<file path="config.mk">
export PLATFORM = sky130hd
export DESIGN_NAME = ifd_decoder
export DESIGN_NICKNAME = d
export VERILOG_FILES = /design/src/ifd_cycle_gen.v /design/src/ifd_decoder.v
export VERILOG_INCLUDE_DIRS = /design/src
export SDC_FILE = /design/constraint.sdc
export NUM_CORES = 1
export LEC_CHECK = 0
export BUFFER_PORTS_ARGS = -buffer_cell sky130_fd_sc_hd__buf_2
export CORE_UTILIZATION = 40
export DETAILED_ROUTE_END_ITERATION = 6
export PLACE_DENSITY_LB_ADDON = 0.3
export SYNTH_ARGS = -nofsm -noshare
export SYNTH_HDL_FRONTEND = slang
export SYNTH_SLANG_ARGS = --single-unit
</file>
<file path="constraint.sdc">
create_clock -name clk -period 2.2 [get_ports clk]
set_input_delay 0.44 -clock clk [delete_from_list [all_inputs] [get_ports clk]]
set_output_delay 0.44 -clock clk [all_outputs]
set_load 0.05 [all_outputs]
</file>
<file path="src/ifd_regs.vh">
// Functional notes
// - every instruction is one 14-bit word
// - three classes: byte, bit, literal/control
// - byte ops carry 7-bit file address, dest
// - dest 0 writes accumulator, 1 writes file
// - bit ops pick one bit of file register
// - literal operand is eight or eleven bits
// - don't-care bits never change decoded behaviour
// - one cycle, two on taken test/pc change
// - second cycle runs as a no-operation
// - instruction cycle is four oscillator periods
// - branch loads 11-bit literal, upper from latch
// - taken skip discards fetched word, runs nop
`ifndef IFD_REGS_VH
`define IFD_REGS_VH

// instruction word layout
`define IFD_IW_W       14
`define IFD_CLS_HI     13
`define IFD_CLS_LO     12
`define IFD_FA_HI      6
`define IFD_D_BIT      7
`define IFD_B_HI       9
`define IFD_B_LO       7
`define IFD_K11_HI     10
`define IFD_K8_HI      7
`define IFD_PCL_ADDR   7'h02

// instruction classes
`define IFD_CLS_BYTE   2'b00
`define IFD_CLS_BIT    2'b01
`define IFD_CLS_BRA    2'b10
`define IFD_CLS_LIT    2'b11

// execution operation codes
`define IFD_OP_NOP     5'h00
`define IFD_OP_MOVWF   5'h01
`define IFD_OP_CLR     5'h02
`define IFD_OP_SUB     5'h03
`define IFD_OP_DEC     5'h04
`define IFD_OP_IOR     5'h05
`define IFD_OP_AND     5'h06
`define IFD_OP_XOR     5'h07
`define IFD_OP_ADD     5'h08
`define IFD_OP_MOV     5'h09
`define IFD_OP_COM     5'h0A
`define IFD_OP_INC     5'h0B
`define IFD_OP_DECSZ   5'h0C
`define IFD_OP_RRF     5'h0D
`define IFD_OP_RLF     5'h0E
`define IFD_OP_SWAP    5'h0F
`define IFD_OP_INCSZ   5'h10
`define IFD_OP_BCF     5'h11
`define IFD_OP_BSF     5'h12
`define IFD_OP_BTSC    5'h13
`define IFD_OP_BTSS    5'h14
`define IFD_OP_CALL    5'h15
`define IFD_OP_GOTO    5'h16
`define IFD_OP_RETLW   5'h17
`define IFD_OP_RET     5'h18
`define IFD_OP_RETFIE  5'h19
`define IFD_OP_SLEEP   5'h1A
`define IFD_OP_CLRWDT  5'h1B
`define IFD_OP_OPTLD   5'h1C
`define IFD_OP_TRISLD  5'h1D

// timing
`define IFD_OSC_PER_CYC 4

`endif

</file>
<file path="src/ifd_cycle_gen.v">
`timescale 1ns/1ps
`include "ifd_regs.vh"

module ifd_cycle_gen #(
    parameter PERIODS = `IFD_OSC_PER_CYC
) (
    clk,
    rst_n,
    cyc_en,
    phase
);
    input  wire       clk;
    input  wire       rst_n;
    output reg        cyc_en;
    output reg  [1:0] phase;

    always @(posedge clk or negedge rst_n) begin
        if (!rst_n) begin
            phase  <= 2'h0;
            cyc_en <= 1'b0;
        end else begin
            if (phase == PERIODS - 1) begin
                phase <= 2'h0;
            end else begin
                phase <= phase + 2'h1;
            end
            cyc_en <= (phase == PERIODS - 2);
        end
    end
endmodule // ifd_cycle_gen

</file>
<file path="src/ifd_decoder.v">
`timescale 1ns/1ps
`include "ifd_regs.vh"

module ifd_decoder (
    clk,
    arst_n,
    instr_word,
    skip_cond,
    pc_upper_latch,
    cyc_en_q,
    phase_q,
    class_q,
    op_q,
    faddr_q,
    w_we_q,
    f_we_q,
    bit_num_q,
    bit_mask_q,
    lit_q,
    lit_wide_q,
    pc_load_q,
    pc_target_q,
    skip_op_q,
    nop_cycle_q
);
    input  wire [13:0] instr_word;
    input  wire        clk;
    input  wire        arst_n;
    input  wire        skip_cond;
    input  wire [4:0]  pc_upper_latch;
    output reg         cyc_en_q;
    output reg  [1:0]  phase_q;
    output reg  [1:0]  class_q;
    output reg  [4:0]  op_q;
    output reg  [6:0]  faddr_q;
    output reg         w_we_q;
    output reg         f_we_q;
    output reg  [2:0]  bit_num_q;
    output reg  [7:0]  bit_mask_q;
    output reg  [10:0] lit_q;
    output reg         lit_wide_q;
    output reg         pc_load_q;
    output reg  [12:0] pc_target_q;
    output reg         skip_op_q;
    output reg         nop_cycle_q;

    reg        rst_s1_q;
    reg        rst_n_q;
    wire       cyc_en;
    wire [1:0] phase;
    reg        pcchg_q;
    reg        flush_d;
    reg  [1:0] cls_d;
    reg  [4:0] op_d;
    reg        w_we_d;
    reg        f_we_d;
    reg        lit_wide_d;
    reg        pcchg_d;
    reg        skip_d;

    // one-hot mask for a bit number
    function [7:0] bit_sel;
        input [2:0] n;
        begin
            bit_sel = 8'h01 << n;
        end
    endfunction

    // reset release through two flops
    always @(posedge clk or negedge arst_n) begin
        if (!arst_n) begin
            rst_s1_q <= 1'b0;
            rst_n_q  <= 1'b0;
        end else begin
            rst_s1_q <= 1'b1;
            rst_n_q  <= rst_s1_q;
        end
    end

    ifd_cycle_gen #(
        .PERIODS (`IFD_OSC_PER_CYC)
    ) u_cyc (
        .clk    (clk),
        .rst_n  (rst_n_q),
        .cyc_en (cyc_en),
        .phase  (phase)
    );

    // second cycle on taken skip or pc change
    // taken skip flushes the fetched word
    always @* begin
        flush_d = pcchg_q | (skip_op_q & skip_cond);
    end

    always @* begin
        cls_d      = instr_word[`IFD_CLS_HI:`IFD_CLS_LO];
        op_d       = `IFD_OP_NOP;
        w_we_d     = 1'b0;
        f_we_d     = 1'b0;
        lit_wide_d = 1'b0;
        pcchg_d    = 1'b0;
        skip_d     = 1'b0;
        case (cls_d)
            `IFD_CLS_BYTE: begin
                w_we_d = ~instr_word[`IFD_D_BIT];
                f_we_d = instr_word[`IFD_D_BIT];
                case (instr_word[11:8])
                    4'h0: begin
                        if (instr_word[`IFD_D_BIT]) begin
                            op_d = `IFD_OP_MOVWF;
                            w_we_d = 1'b0;
                        end else begin
                            w_we_d = 1'b0;
                            casez (instr_word[6:0])
                                7'h08: op_d = `IFD_OP_RET;
                                7'h09: op_d = `IFD_OP_RETFIE;
                                7'h62: op_d = `IFD_OP_OPTLD;
                                7'h63: op_d = `IFD_OP_SLEEP;
                                7'h64: op_d = `IFD_OP_CLRWDT;
                                7'h65: op_d = `IFD_OP_TRISLD;
                                7'h66: op_d = `IFD_OP_TRISLD;
                                7'h67: op_d = `IFD_OP_TRISLD;
                                default: op_d = `IFD_OP_NOP;
                            endcase
                            pcchg_d = (op_d == `IFD_OP_RET) | (op_d == `IFD_OP_RETFIE);
                        end
                    end
                    4'h1: op_d = `IFD_OP_CLR;
                    4'h2: op_d = `IFD_OP_SUB;
                    4'h3: op_d = `IFD_OP_DEC;
                    4'h4: op_d = `IFD_OP_IOR;
                    4'h5: op_d = `IFD_OP_AND;
                    4'h6: op_d = `IFD_OP_XOR;
                    4'h7: op_d = `IFD_OP_ADD;
                    4'h8: op_d = `IFD_OP_MOV;
                    4'h9: op_d = `IFD_OP_COM;
                    4'hA: op_d = `IFD_OP_INC;
                    4'hB: begin
                        op_d   = `IFD_OP_DECSZ;
                        skip_d = 1'b1;
                    end
                    4'hC: op_d = `IFD_OP_RRF;
                    4'hD: op_d = `IFD_OP_RLF;
                    4'hE: op_d = `IFD_OP_SWAP;
                    default: begin
                        op_d   = `IFD_OP_INCSZ;
                        skip_d = 1'b1;
                    end
                endcase
                // result written to the pc low byte moves the pc
                if (f_we_d && instr_word[`IFD_FA_HI:0] == `IFD_PCL_ADDR) begin
                    pcchg_d = 1'b1;
                end
            end
            `IFD_CLS_BIT: begin
                case (instr_word[11:10])
                    2'b00: begin
                        op_d   = `IFD_OP_BCF;
                        f_we_d = 1'b1;
                    end
                    2'b01: begin
                        op_d   = `IFD_OP_BSF;
                        f_we_d = 1'b1;
                    end
                    2'b10: begin
                        op_d   = `IFD_OP_BTSC;
                        skip_d = 1'b1;
                    end
                    default: begin
                        op_d   = `IFD_OP_BTSS;
                        skip_d = 1'b1;
                    end
                endcase
                if (f_we_d && instr_word[`IFD_FA_HI:0] == `IFD_PCL_ADDR) begin
                    pcchg_d = 1'b1;
                end
            end
            `IFD_CLS_BRA: begin
                lit_wide_d = 1'b1;
                pcchg_d    = 1'b1;
                op_d       = instr_word[11] ? `IFD_OP_GOTO : `IFD_OP_CALL;
            end
            default: begin
                w_we_d = 1'b1;
                casez (instr_word[11:8])
                    4'b00??: op_d = `IFD_OP_MOV;
                    4'b01??: begin
                        op_d    = `IFD_OP_RETLW;
                        pcchg_d = 1'b1;
                    end
                    4'b1000: op_d = `IFD_OP_IOR;
                    4'b1001: op_d = `IFD_OP_AND;
                    4'b1010: op_d = `IFD_OP_XOR;
                    4'b110?: op_d = `IFD_OP_SUB;
                    4'b111?: op_d = `IFD_OP_ADD;
                    default: begin
                        op_d   = `IFD_OP_NOP;
                        w_we_d = 1'b0;
                    end
                endcase
            end
        endcase
    end

    // cycle strobe and phase for the core
    always @(posedge clk or negedge rst_n_q) begin
        if (!rst_n_q) begin
            cyc_en_q <= 1'b0;
            phase_q  <= 2'h0;
        end else begin
            cyc_en_q <= cyc_en;
            phase_q  <= phase;
        end
    end

    // decode result held for one instruction cycle
    always @(posedge clk or negedge rst_n_q) begin
        if (!rst_n_q) begin
            class_q     <= 2'h0;
            op_q        <= `IFD_OP_NOP;
            faddr_q     <= 7'h00;
            w_we_q      <= 1'b0;
            f_we_q      <= 1'b0;
            bit_num_q   <= 3'h0;
            bit_mask_q  <= 8'h00;
            lit_q       <= 11'h000;
            lit_wide_q  <= 1'b0;
            pc_load_q   <= 1'b0;
            pc_target_q <= 13'h0000;
            skip_op_q   <= 1'b0;
            pcchg_q     <= 1'b0;
            nop_cycle_q <= 1'b0;
        end else if (cyc_en) begin
            if (flush_d) begin
                op_q        <= `IFD_OP_NOP;
                w_we_q      <= 1'b0;
                f_we_q      <= 1'b0;
                pc_load_q   <= 1'b0;
                skip_op_q   <= 1'b0;
                pcchg_q     <= 1'b0;
                nop_cycle_q <= 1'b1;
            end else begin
                class_q     <= cls_d;
                op_q        <= op_d;
                faddr_q     <= instr_word[`IFD_FA_HI:0];
                w_we_q      <= w_we_d;
                f_we_q      <= f_we_d;
                bit_num_q   <= instr_word[`IFD_B_HI:`IFD_B_LO];
                bit_mask_q  <= bit_sel(instr_word[`IFD_B_HI:`IFD_B_LO]);
                // eight or eleven bits, zero extended
                lit_q       <= lit_wide_d ? instr_word[`IFD_K11_HI:0]
                                          : {3'h0, instr_word[`IFD_K8_HI:0]};
                lit_wide_q  <= lit_wide_d;
                pc_load_q   <= lit_wide_d;
                // upper pc bits from the latch
                pc_target_q <= {pc_upper_latch[4:3], instr_word[`IFD_K11_HI:0]};
                skip_op_q   <= skip_d;
                pcchg_q     <= pcchg_d;
                nop_cycle_q <= 1'b0;
            end
        end
    end
endmodule // ifd_decoder

</file>
* Yosys cells after proc, flatten, opt, wreduce, memory -nomap -nowiden
Index checks and enable logic that the tools add are counted.
** Cells by class
- Shifts and indexed selects :: 1
- Muxes and demuxes :: 35
- Bitwise operators :: 5
- Reduce and logical (&&, ||, !) cells :: 11
- $add $sub $neg :: 1
- Equal/unequal tests :: 33
** Operators with widths (count)
- 5-bit one-hot mux with 15 select lines :: 1
- 7-bit equality test, second input constant :: 6
- 5-bit one-hot mux with 7 select lines :: 1
- 5-bit one-hot mux with 6 select lines :: 1
- 4-bit equality test, second input constant :: 7
- 5-bit two-way mux :: 5
- 1-bit two-way mux :: 18
- 4-bit by 3-bit equality test with 1-bit output, second input constant :: 4
- 5-bit one-hot mux with 3 select lines :: 1
- 7-bit by 4-bit equality test with 1-bit output, second input constant :: 2
- 14-bit OR reduction :: 1
- 11-bit two-way mux :: 1
- 5-bit equality test, second input constant :: 2
- 3-bit one-hot mux with 3 select lines :: 1
- 2-bit equality test, second input constant :: 4
- 4-bit by 2-bit equality test with 1-bit output, second input constant :: 2
- 1-bit by 3-bit left shift with 8-bit output, first input constant :: 1
- 7-bit by 2-bit equality test with 1-bit output, second input constant :: 1
- 7-bit OR reduction :: 1
- 3-bit equality test, second input constant :: 2
- 1-bit one-hot mux with 2 select lines :: 3
- 2-bit by 1-bit equality test with 1-bit output, second input constant :: 2
- 4-bit by 1-bit equality test with 1-bit output, second input constant :: 1
- 2-bit logical NOT :: 2
- 11 further kinds :: 16
** Storage, ports and cells
- Bits in registers :: 64
- Bits of input ports :: 22
- Output and inout port bits :: 58
- Word-level logic and storage cells :: 106

* Logic depth before layout (Yosys ltp)
Gate-level depths: netlist of the first run.
- Depth in word-level cells :: 13
- Mapped depth :: 7
- Mapped depth without buffers :: 6

* Modules after synthesis
From an unflattened synthesis of the first run, not the netlist that was laid out.
** Second synthesis, totals
- Cells, all modules :: 261
- Area total of the unflattened synthesis :: 2419.8 um^2
** Modules (own cells, without submodules)
- ifd_decoder :: sequential area each 1076.0 um^2, cells each 253, area each 2308.5 um^2, instances 1
- ifd_cycle_gen :: sequential area each 75.1 um^2, cells each 8, area each 111.4 um^2, instances 1

* Worst setup path after synthesis of the first run
OpenSTA, ideal clock, no wires.
- Kind :: input-to-reg
- Start point :: input port instr_word[11]
- End point :: register op_q[2]
- Path slack :: 0.301 ns
- Setup time :: 0.096 ns
- Data arrival time :: 1.803 ns
- Path buffers :: 1
- Stages :: 7
- Required time :: 2.104 ns
- Cells stage by stage :: inv_1 > ha_1 > buf_4 > or4b_4 > o32ai_2 > a21oi_1 > o32ai_2
** On the way
- Word-level cells in the longest chain between the ends :: 4
- Elaborated cells between the ends (all ways) :: 25
- Those cells by class :: eq/ne: 18; mux: 5; reduce/logical: 2
** RTL lines
- start, declared :: RTL line ifd_decoder.v:26 : input wire [13:0] instr_word;
- 4-bit equality test (tied with other cells) :: RTL line ifd_decoder.v:107 : case (instr_word[11:8])
- 5-bit one-hot mux with 15 select lines (tied with other cells) :: RTL line ifd_decoder.v:107
- 5-bit one-hot mux with 3 select lines * :: RTL line ifd_decoder.v:103 : case (cls_d)
- 5-bit two-way mux * :: RTL line ifd_decoder.v:234 : if (flush_d) begin
- end signal, assigned :: RTL line ifd_decoder.v:220 : op_q <= `IFD_OP_NOP;
- end signal, assigned :: RTL line ifd_decoder.v:235 : op_q <= `IFD_OP_NOP;
- end signal, assigned :: RTL line ifd_decoder.v:244 : op_q <= op_d;
- end, declared :: RTL line ifd_decoder.v:34 : output reg [4:0] op_q;
Mark *: on every way between the ends. The rest lies on a longest branch, timed or not.
A chain may end at the register's enable or synchronous reset.

* Worst setup path in the final report of the first run
- Start point :: input port instr_word[10]
- End point :: register op_q[2]
The elaborated chain is that of the path after synthesis.

==> flow_summary.json, run 1 <==
{
  "combinationalPowerShare": 0.369,
  "power_density_over_the_cells_nw_per_um2": 798,
  "critical_path_start": "instr_word[10]",
  "fin_cells": 404,
  "rsz0062_at_grt": "false",
  "post_synth_instance_area_um2": 2480,
  "post_cts.resized_instances": 0,
  "clkSinkCount": 46,
  "floorplan_die_width_um": 80.7,
  "arrival_ps": 2000,
  "finalCritPeriodShare": 0.817,
  "path_class": "in2reg",
  "worst_clock_skew_ps": 6.36,
  "ff_to_ff_setup_slack_ps": 760,
  "synth-seq-area-share": 0.464,
  "cts_setup_buffers": 0,
  "layout.nets": 361,
  "synth.area.top_cells": "dfrtp_1 46%, nand2_1 9.2%, buf_4 5.8%, ha_1 5.6%, o21ai_0 2.6%",
  "root_buffer": "clkbuf_8",
  "worst-slew-pin-transition_ps": 574,
  "use_met3": 0.0341,
  "drt-pass1-iter-count": 4,
  "worstHoldPathType": "in2reg",
  "hold_path.startpoint": "pc_upper_latch[4]",
  "postSynthRegisterBits": 46,
  "power_report.internal_total_mw": 1.35,
  "setup-violations-final": 0,
  "post_synth_most_frequent_cells": "61 x nand2_1, 46 x dfrtp_1, 19 x buf_4",
  "num-fill-cells": 611,
  "grt_pass1_vias": 1915,
  "setup_tns_ps": 0,
  "ir_worst_vdd_mv": 0.424,
  "remaining_global_route_overflow": 0,
  "final_max_slew_viol_count": 0,
  "groute.layer.met1.usage": 0.262,
  "power.net_switching_mw": 1.03,
  "initial_core_util": 0.416,
  "sw_frac_of_total": 0.432,
  "status": "complete, no violations",
  "htree_num_levels": 2,
  "tritoncts": "done",
  "grt_start_max_net_pins": 45,
  "endpoint_kind": "flop",
  "min_period_ps": 1800,
  "layout-drive-gt1-share": 0.319,
  "floorplan.die.height_um": 80.7,
  "synth_area_per_cell_um2": 9.46,
  "antenna_cells_inserted": 0,
  "placedCellCount": 395,
  "cellLeakagePower_nw": 1.54,
  "maxCapViolCount": 0,
  "drtAntennaViolNets": 0,
  "syn_to_final_growth_pct": 19.9,
  "top_count_cell_post_synth": "nand2_1",
  "cp_launch_type": "input port",
  "clock_insertion_delay_worst_skew_ps": 300,
  "place_congestion": 0.927,
  "die_area_um2": 6520,
  "drt_iter0_markers": 120,
  "rows": 28,
  "synth.largest_area_cell": "dfrtp_1",
  "grt_antenna_before_repair": 0,
  "synthFlopType": "dfrtp_1",
  "clock_path_buffers": 2,
  "cp-endpoint": "op_q[2]",
  "globalRouteMet2Util": 0.308,
  "syn-num-nets": 295,
  "coreArea_um2": 5960,
  "reg2reg_depth": 4,
  "dr_total_vias": 2121,
  "global_route.peak_usage_layer": "met2",
  "post_drt_wl_per_cell_um": 14.6,
  "holdBufCountCts": 1,
  "final_core_utilization": 0.499,
  "worst_r2r_endpoint": "bit_mask_q[1]",
  "num_io_pins": 80,
  "post_drt_via_cell_ratio": 5.25,
  "timing.rr.start": "skip_op_q",
  "synth_enable_flop_cells": 0,
  "drc": 0,
  "post-synth-top-area-fraction": 0.464,
  "seqCellArea_um2": 1150,
  "yosysUniqueCellTypes": 47,
  "io_buffer_count": 76,
  "cts.clk_slew.worst_paths_ps": 80,
  "hold_viol_final": 0,
  "gr-usage-all-layers": 0.192,
  "dp_hpwl_um": 4410,
  "async_reset_ff_frac": 1.00,
  "multiInputGateArea_um2": 1060,
  "fmax_ghz": 0.556,
  "power.sequential.fraction": 0.413,
  "critical_path_required_ps": 2410,
  "maxSlewHeadroom": 0.617,
  "wire_length_of_the_first_global_routing_pass_um": 9510,
  "cp_max_fo": 5,
  "detail_route.wirelength_um": 5900,
  "share_clk_of_total_power": 0.217,
  "cts_made_buffers": 5,
  "total_power_mw": 2.37,
  "synth_warnings": 0,
  "hold-path-cell-count": 3,
  "postSynthCellCount": 262
}
[stage by stage]
step | hold WS (ps) | worst slack, ps | cell area [um^2]
after floorplan | 144 | 301 | 2480
after global placement | 226 | 109 | 2870
after detailed placement | 228 | 84.6 | 2870
after CTS | 323 | 400 | 2970
after global routing | 335 | 285 | 2970
final | 334 | 402 | 2970
[registers in the layout, indices dropped and copies added, names as in the netlist]
register and flops:
w_we_q 1, skip_op_q 1, pc_target_q 4, cyc_en_q 1
pcchg_q 1, pc_load_q 1, lit_wide_q 1, nop_cycle_q 1
bit_num_q 2, phase_q 2, faddr_q 6, op_q 5
class_q 2, f_we_q 1, rst_n_q 1, u_cyc.cyc_en 1
lit_q 4, u_cyc.phase 2, bit_mask_q 8, rst_s1_q 1
[worst min path at each step]
stage | end | slack [ps]
6_report | pc_target_q[12] | 330
5_1_grt | pc_target_q[11] | 340
4_1_cts | pc_target_q[12] | 320
3_5_place_dp | rst_s1_q | 230
3_3_place_gp | rst_s1_q | 230
2_1_floorplan | rst_n_q | 140
[metal layers]
metal | part of all wire | vias to the layer above
met3 | 0.056 | 7
met1 | 0.46 | 1025
met5 | 0 | -
li1 | - | 1021
met4 | 0.013 | 0
met2 | 0.47 | 68
[power by group through the flow]
stage	combinational (mW)	sequential (mW)	clock, mW
6_report	0.877	0.981	0.516
5_1_grt	0.932	0.995	0.573
4_1_cts	0.883	0.983	0.540
3_5_place_dp	0.880	1.00	0
3_3_place_gp	0.874	0.998	0
2_1_floorplan	0.422	1.30	0
[worst max-delay path: stages]
cell     delay [ps]
buf_2           100
inv_1           110
ha_1            270
or4b_4          500
o32ai_2         270
a21oi_1         110
o32ai_2         190
[placed cells by master (no fill, tap or decap), types with 3 or more instances in the layout]
cell       Yosys  routed
buf_2          3      76
nand2_1       61      61
dfrtp_1       46      45
inv_1         15      15
buf_4         19      14
o21ai_0       13      13
ha_1          11      11
nand3_1        9       9
nor2_1         8       8
a21oi_1        5       5
clkbuf_8       0       5
nand3b_1       4       4
nand2b_1       4       4
o221ai_1       4       4
o41ai_1        4       4
o2111ai_1      3       3
a211o_1        3       3
[layout make-up]
cell class | instances | area share
multi-input combinational | 168 | 0.358
clock inverter | 3 | 0.00715
sequential | 46 | 0.388
timing repair buffer | 92 | 0.173
clock buffer | 5 | 0.0231
inverter | 15 | 0.0189
tap | 75 | 0.0316
[kinds of logic after synthesis]
kind of cell	synth area share
other cells	0.00151
mux	0.00808
flops	0.464
simple gates	0.188
compound gates	0.176
fa+ha+maj	0.0555
buf+inv	0.106
No activity file was read; power rests on OpenSTA's default activity.
==> inputs of run 2 (changes only) <==
- clock period: 2.2 -> 1.8 ns (I/O delays scaled with it)
==> run 2 against run 1 <==
Net effect:
- worst hold slack worse by 130 ps
- largest cell class unchanged
- critical endpoint is now op_q[1]
- final area grew 4.6%
- critical path type unchanged
- count of clock-buffer cells in the layout increased by 1
==> flow_summary.json, run 2 (synthesis gave the netlist of run 1 again) <==
{
  "status": "complete, no violations",
  "flip_flop_count_of_the_largest_register_after_layout": 8,
  "htree_num_levels": 2,
  "drt_iter0_markers": 166,
  "biggestRegsByFlops": "bit_mask_q: 8 flops, faddr_q: 6 flops, op_q: 5 flops",
  "cp_max_fo": 6,
  "cp_launch_type": "input port",
  "power_density_over_the_cells_nw_per_um2": 944,
  "clkSinkCount": 46,
  "die_area_um2": 6520,
  "final_max_slew_viol_count": 0,
  "cp_slowest_cell": "or3_1",
  "gr-usage-all-layers": 0.208,
  "grt_start_max_net_pins": 31,
  "grt_antenna_before_repair": 0,
  "drtAntennaViolNets": 0,
  "hold_viol_final": 0,
  "place_congestion": 0.930,
  "clock_path_buffers": 2,
  "syn_to_final_growth_pct": 25.4,
  "num_io_pins": 80,
  "critical_path_required_ps": 1970,
  "ir_worst_vdd_mv": 0.505,
  "num-fill-cells": 585,
  "cellLeakagePower_nw": 1.63,
  "maxCapViolCount": 0,
  "arrival_ps": 1790,
  "dr_total_vias": 2179,
  "layout.nets": 381,
  "wl_met2_um": 3020,
  "antenna_cells_inserted": 0,
  "detail_route.wirelength_um": 6280,
  "drc": 0,
  "path_buf_inv": 2,
  "min_period_ps": 1620,
  "root_buffer": "clkbuf_8",
  "fmax_ghz": 0.617,
  "dp_hpwl_um": 4780,
  "clock_insertion_delay_worst_skew_ps": 300,
  "number_of_gates_on_the_worst_path_with_buffers_counted": 7,
  "cts_made_buffers": 5,
  "critical_path.cell_chain": "buf_2 -> inv_1 -> ha_1 -> or3_1 -> o22a_1 -> o2111ai_1 -> o221ai_1",
  "initial_core_util": 0.416,
  "floorplan_die_width_um": 80.7,
  "io_buffer_count": 76,
  "remaining_global_route_overflow": 0,
  "floorplan.die.height_um": 80.7,
  "setup-violations-final": 0,
  "post_drt_via_cell_ratio": 5.14,
  "largest_stage_delay_on_the_critical_path_ps": 440,
  "m1WireLength_um": 2840,
  "grt_pass1_vias": 1986,
  "endpoint_kind": "flop",
  "finalCritPeriodShare": 0.901,
  "wire_length_of_the_first_global_routing_pass_um": 10100,
  "total_power_mw": 2.93,
  "reg2reg_depth": 4,
  "post_drt_wl_per_cell_um": 14.8,
  "routed.top_layer": "met4",
  "worstHoldPathType": "reg2async",
  "top_register": "bit_mask_q",
  "final_common_cell": "buf_2",
  "tritoncts": "done",
  "rows": 28,
  "rsz0062_at_grt": "false",
  "layout-drive-gt1-share": 0.361,
  "worst_clock_skew_ps": 5.63,
  "final_cell_mix": "76 x buf_2, 61 x nand2_1, 45 x dfrtp_1, 35 x buf_4, 14 x inv_1",
  "coreArea_um2": 5960,
  "critical-path-top-delay-family": "compound AO/OA/AOI/OAI gates",
  "path_class": "in2reg",
  "met3_length_um": 338,
  "drt-pass1-iter-count": 5,
  "setup_tns_ps": 0,
  "cts.clk_slew.worst_paths_ps": 90
}
[run 2: cell types whose count changed in the layout (fill, tap and decap cells not counted)]
cell,previous run,this run
buf_4,14,35
buf_12,1,0
clkbuf_1,0,1
clkinvlp_4,1,0
ha_1,11,10
ha_2,0,1
inv_1,15,14
inv_2,0,1
o21ai_0,13,12
o21ai_1,0,1
[run 2: metrics by stage]
| step | std cells | setup WS [ps] | area (um^2) | util | hold slack [ps] |
|---|---|---|---|---|---|
| detailed placement | 415 | -137 | 3010 | 0.506 | 146 |
| floorplan | 262 | 9.27 | 2480 | - | 64.4 |
| global placement | 415 | -124 | 3010 | 0.506 | 145 |
| global route | 424 | 34.9 | 3110 | 0.522 | 250 |
| finish | 424 | 178 | 3110 | 0.522 | 203 |
| CTS | 424 | 191 | 3110 | 0.522 | 220 |
[run 2: layer usage]
layer / GRT usage / vias to the layer above
met3: 0.0352 / 9
met5: 0 / -
met1: 0.282 / 1032
met4: 0.0679 / 0
met2: 0.336 / 71
li1: - / 1067
[run 2: area by class of cell]
type	count	area, um^2	area share
Sequential cell	46	1150	0.371
Multi-Input combinational cell	168	1070	0.343
Timing Repair Buffer	112	653	0.210
Tap cell	75	93.8	0.0302
Clock buffer	6	72.6	0.0233
Inverter	15	56.3	0.0181
Clock inverter	2	13.8	0.00443
[run 2: timing repair]
action | in CTS | in global routing
setup endpoints to repair | 0 | 1
hold buffers | 1 | 0
endpoints found under the hold margin | 2 | 0
gates resized for setup | 0 | 1
buffers inserted | 0 | 0
[run 2: path summary, 6_finish.rpt]
| check | to | slack [ps] | start |
|---|---|---|---|
| setup / recovery | op_q[1] | 180 | instr_word[10] |
| hold / removal | pc_target_q[9] | 200 | rst_n_q |
| setup reg to reg | op_q[4] | 390 | u_cyc.cyc_en |
| hold reg to reg | pc_target_q[9] | 200 | rst_n_q |
| max in group asynchronous | pc_target_q[12] | 1040 | rst_n_q |
| min in group clk | pc_target_q[12] | 260 | pc_upper_latch[4] |
[run 2: power breakdown]
part | internal, mW | switching, mW | total, mW
registers | 1.14 | 0.0714 | 1.21
logic | 0.264 | 0.837 | 1.10
clock network | 0.274 | 0.349 | 0.624
total | 1.68 | 1.26 | 2.93
==> inputs of run 3 (changes only) <==
- RECOVER_POWER: unset -> 50
==> run 3 against run 2 <==
Net effect:
- first-iteration DRC count down 31%
- setup slack worse by 2.4 ps
- final area down 0.68%
- clock power about the same
- register-to-register slack worse by 100 ps
- largest cell class unchanged
==> flow_summary.json, run 3 (synthesis gave the netlist of run 1 again) <==
{
  "status": "complete, no violations",
  "largest_stage_delay_on_the_critical_path_ps": 440,
  "grt_start_max_net_pins": 31,
  "worst_clock_skew_ps": 6.56,
  "final_cell_mix": "70 x buf_2, 61 x nand2_1, 46 x dfrtp_1, 31 x buf_4, 14 x inv_1",
  "tritoncts": "done",
  "num_io_pins": 80,
  "dp_hpwl_um": 4780,
  "drt_iter0_markers": 114,
  "place_congestion": 0.930,
  "cp_max_fo": 6,
  "io_buffer_count": 76,
  "flip_flop_count_of_the_largest_register_after_layout": 8,
  "finalCritPeriodShare": 0.902,
  "final_max_slew_viol_count": 0,
  "critical-path-top-delay-family": "simple AND/OR/NAND/NOR gates",
  "layout-drive-gt1-share": 0.335,
  "rsz0062_at_grt": "false",
  "rows": 28,
  "hold_viol_final": 0,
  "worst_hold_slack_ps": 259,
  "floorplan.die.height_um": 80.7,
  "biggestRegsByFlops": "bit_mask_q: 8 flops, faddr_q: 6 flops, op_q: 5 flops",
  "htree_num_levels": 2,
  "min_period_ps": 1620,
  "critical_path_required_ps": 1970,
  "clock_insertion_delay_worst_skew_ps": 300,
  "setup-violations-final": 0,
  "post_drt_wl_per_cell_um": 14.8,
  "ir_worst_vdd_mv": 0.494,
  "worst-slew-pin-transition_ps": 759,
  "final_common_cell": "buf_2",
  "grt_antenna_before_repair": 0,
  "maxSlewHeadroom": 0.494,
  "initial_core_util": 0.416,
  "syn_to_final_growth_pct": 24.6,
  "post_drt_via_cell_ratio": 5.12,
  "grt_pass1_vias": 1986,
  "cts.clk_slew.worst_paths_ps": 80,
  "cellLeakagePower_nw": 1.61,
  "drtAntennaViolNets": 0,
  "root_buffer": "clkbuf_8",
  "worstHoldPathType": "in2reg",
  "clkSinkCount": 46,
  "cts_setup_buffers": 0,
  "critical_path.cell_chain": "buf_2 -> inv_1 -> ha_1 -> or3_1 -> o21a_1 -> buf_4 -> nand3_1 -> o21ai_0",
  "clock_path_buffers": 2,
  "cts_made_buffers": 5,
  "remaining_global_route_overflow": 0,
  "maxCapViolCount": 0,
  "gr-usage-all-layers": 0.208,
  "detail_route.wirelength_um": 6260,
  "floorplan_die_width_um": 80.7,
  "cp_slowest_cell": "or3_1",
  "arrival_ps": 1790,
  "path_buf_inv": 3,
  "path_class": "in2reg",
  "coreArea_um2": 5960,
  "layout.nets": 381,
  "die_area_um2": 6520,
  "top_register": "bit_mask_q",
  "num-fill-cells": 592,
  "wire_length_of_the_first_global_routing_pass_um": 10100,
  "endpoint_kind": "flop",
  "antenna_cells_inserted": 0,
  "cp_launch_type": "input port",
  "final_core_utilization": 0.518,
  "power_density_over_the_cells_nw_per_um2": 948,
  "dr_total_vias": 2171,
  "fmax_ghz": 0.616,
  "drc": 0,
  "drt-pass1-iter-count": 4
}
[run 3: cell count changes in the layout (fill, tap and decap cells not counted), sizes merged]
cell	before	now
buf	111	101
clkbuf	6	16
[run 3: stage by stage]
step	power [mW]	setup WS, ps	std cells	TNS (ps)	cell area, um^2
6_report	2.93	176	424	0	3090
5_1_grt	3.09	34.9	424	0	3090
4_1_cts	2.96	191	424	0	3110
3_5_place_dp	2.33	-137	415	-633	3010
3_3_place_gp	2.32	-124	415	-629	3010
2_1_floorplan	2.11	9.27	262	0	2480
[run 3: worst paths after layout]
check / start / endpoint / slack [ps] / depth (start not counted)
worst max-delay path: instr_word[10] / op_q[0] / 180 / 8
worst min-delay path: pc_upper_latch[4] / pc_target_q[12] / 260 / 3
worst max register to register: u_cyc.cyc_en / w_we_q / 290 / 4
worst min register to register: rst_n_q / pc_target_q[9] / 320 / 0
max in group asynchronous: rst_n_q / lit_wide_q / 430 / 1
min in group asynchronous: rst_n_q / pc_target_q[9] / 320 / 0
[run 3: area by class of cell]
type	count	area, um^2	area share
Clock buffer	6	72.6	0.0235
Clock inverter	2	13.8	0.00446
Inverter	15	56.3	0.0182
Multi-Input combinational cell	168	1070	0.346
Sequential cell	46	1150	0.373
Tap cell	75	93.8	0.0304
Timing Repair Buffer	112	633	0.205
[run 3: what timing repair did]
action	in CTS	in global routing
hold buffers	1	0
resized for setup	0	1
endpoints found under the setup margin	0	1
hold endpoints to repair	2	0
[run 3: per-layer routing]
layer  vias to the layer above  wire (um)  GRT usage
met2                        68       3010      0.336
met5                         -          0          0
met3                        10        314     0.0352
li1                       1064          -          -
met1                      1029       2850      0.282
met4                         0         91     0.0679
[run 3: report_power, final]
| part | leakage, nW | internal [mW] | switching, mW | total (mW) |
|---|---|---|---|---|
| Combinational | 0.983 | 0.260 | 0.837 | 1.10 |
| Sequential | 0.577 | 1.14 | 0.0713 | 1.21 |
| Clock | 0.0452 | 0.274 | 0.347 | 0.621 |
| Total | 1.61 | 1.67 | 1.25 | 2.93 |
[run 3: worst min-delay path: stages]
cell and delay [ps]:
buf_2 70, nand2_1 40, nand2_1 50
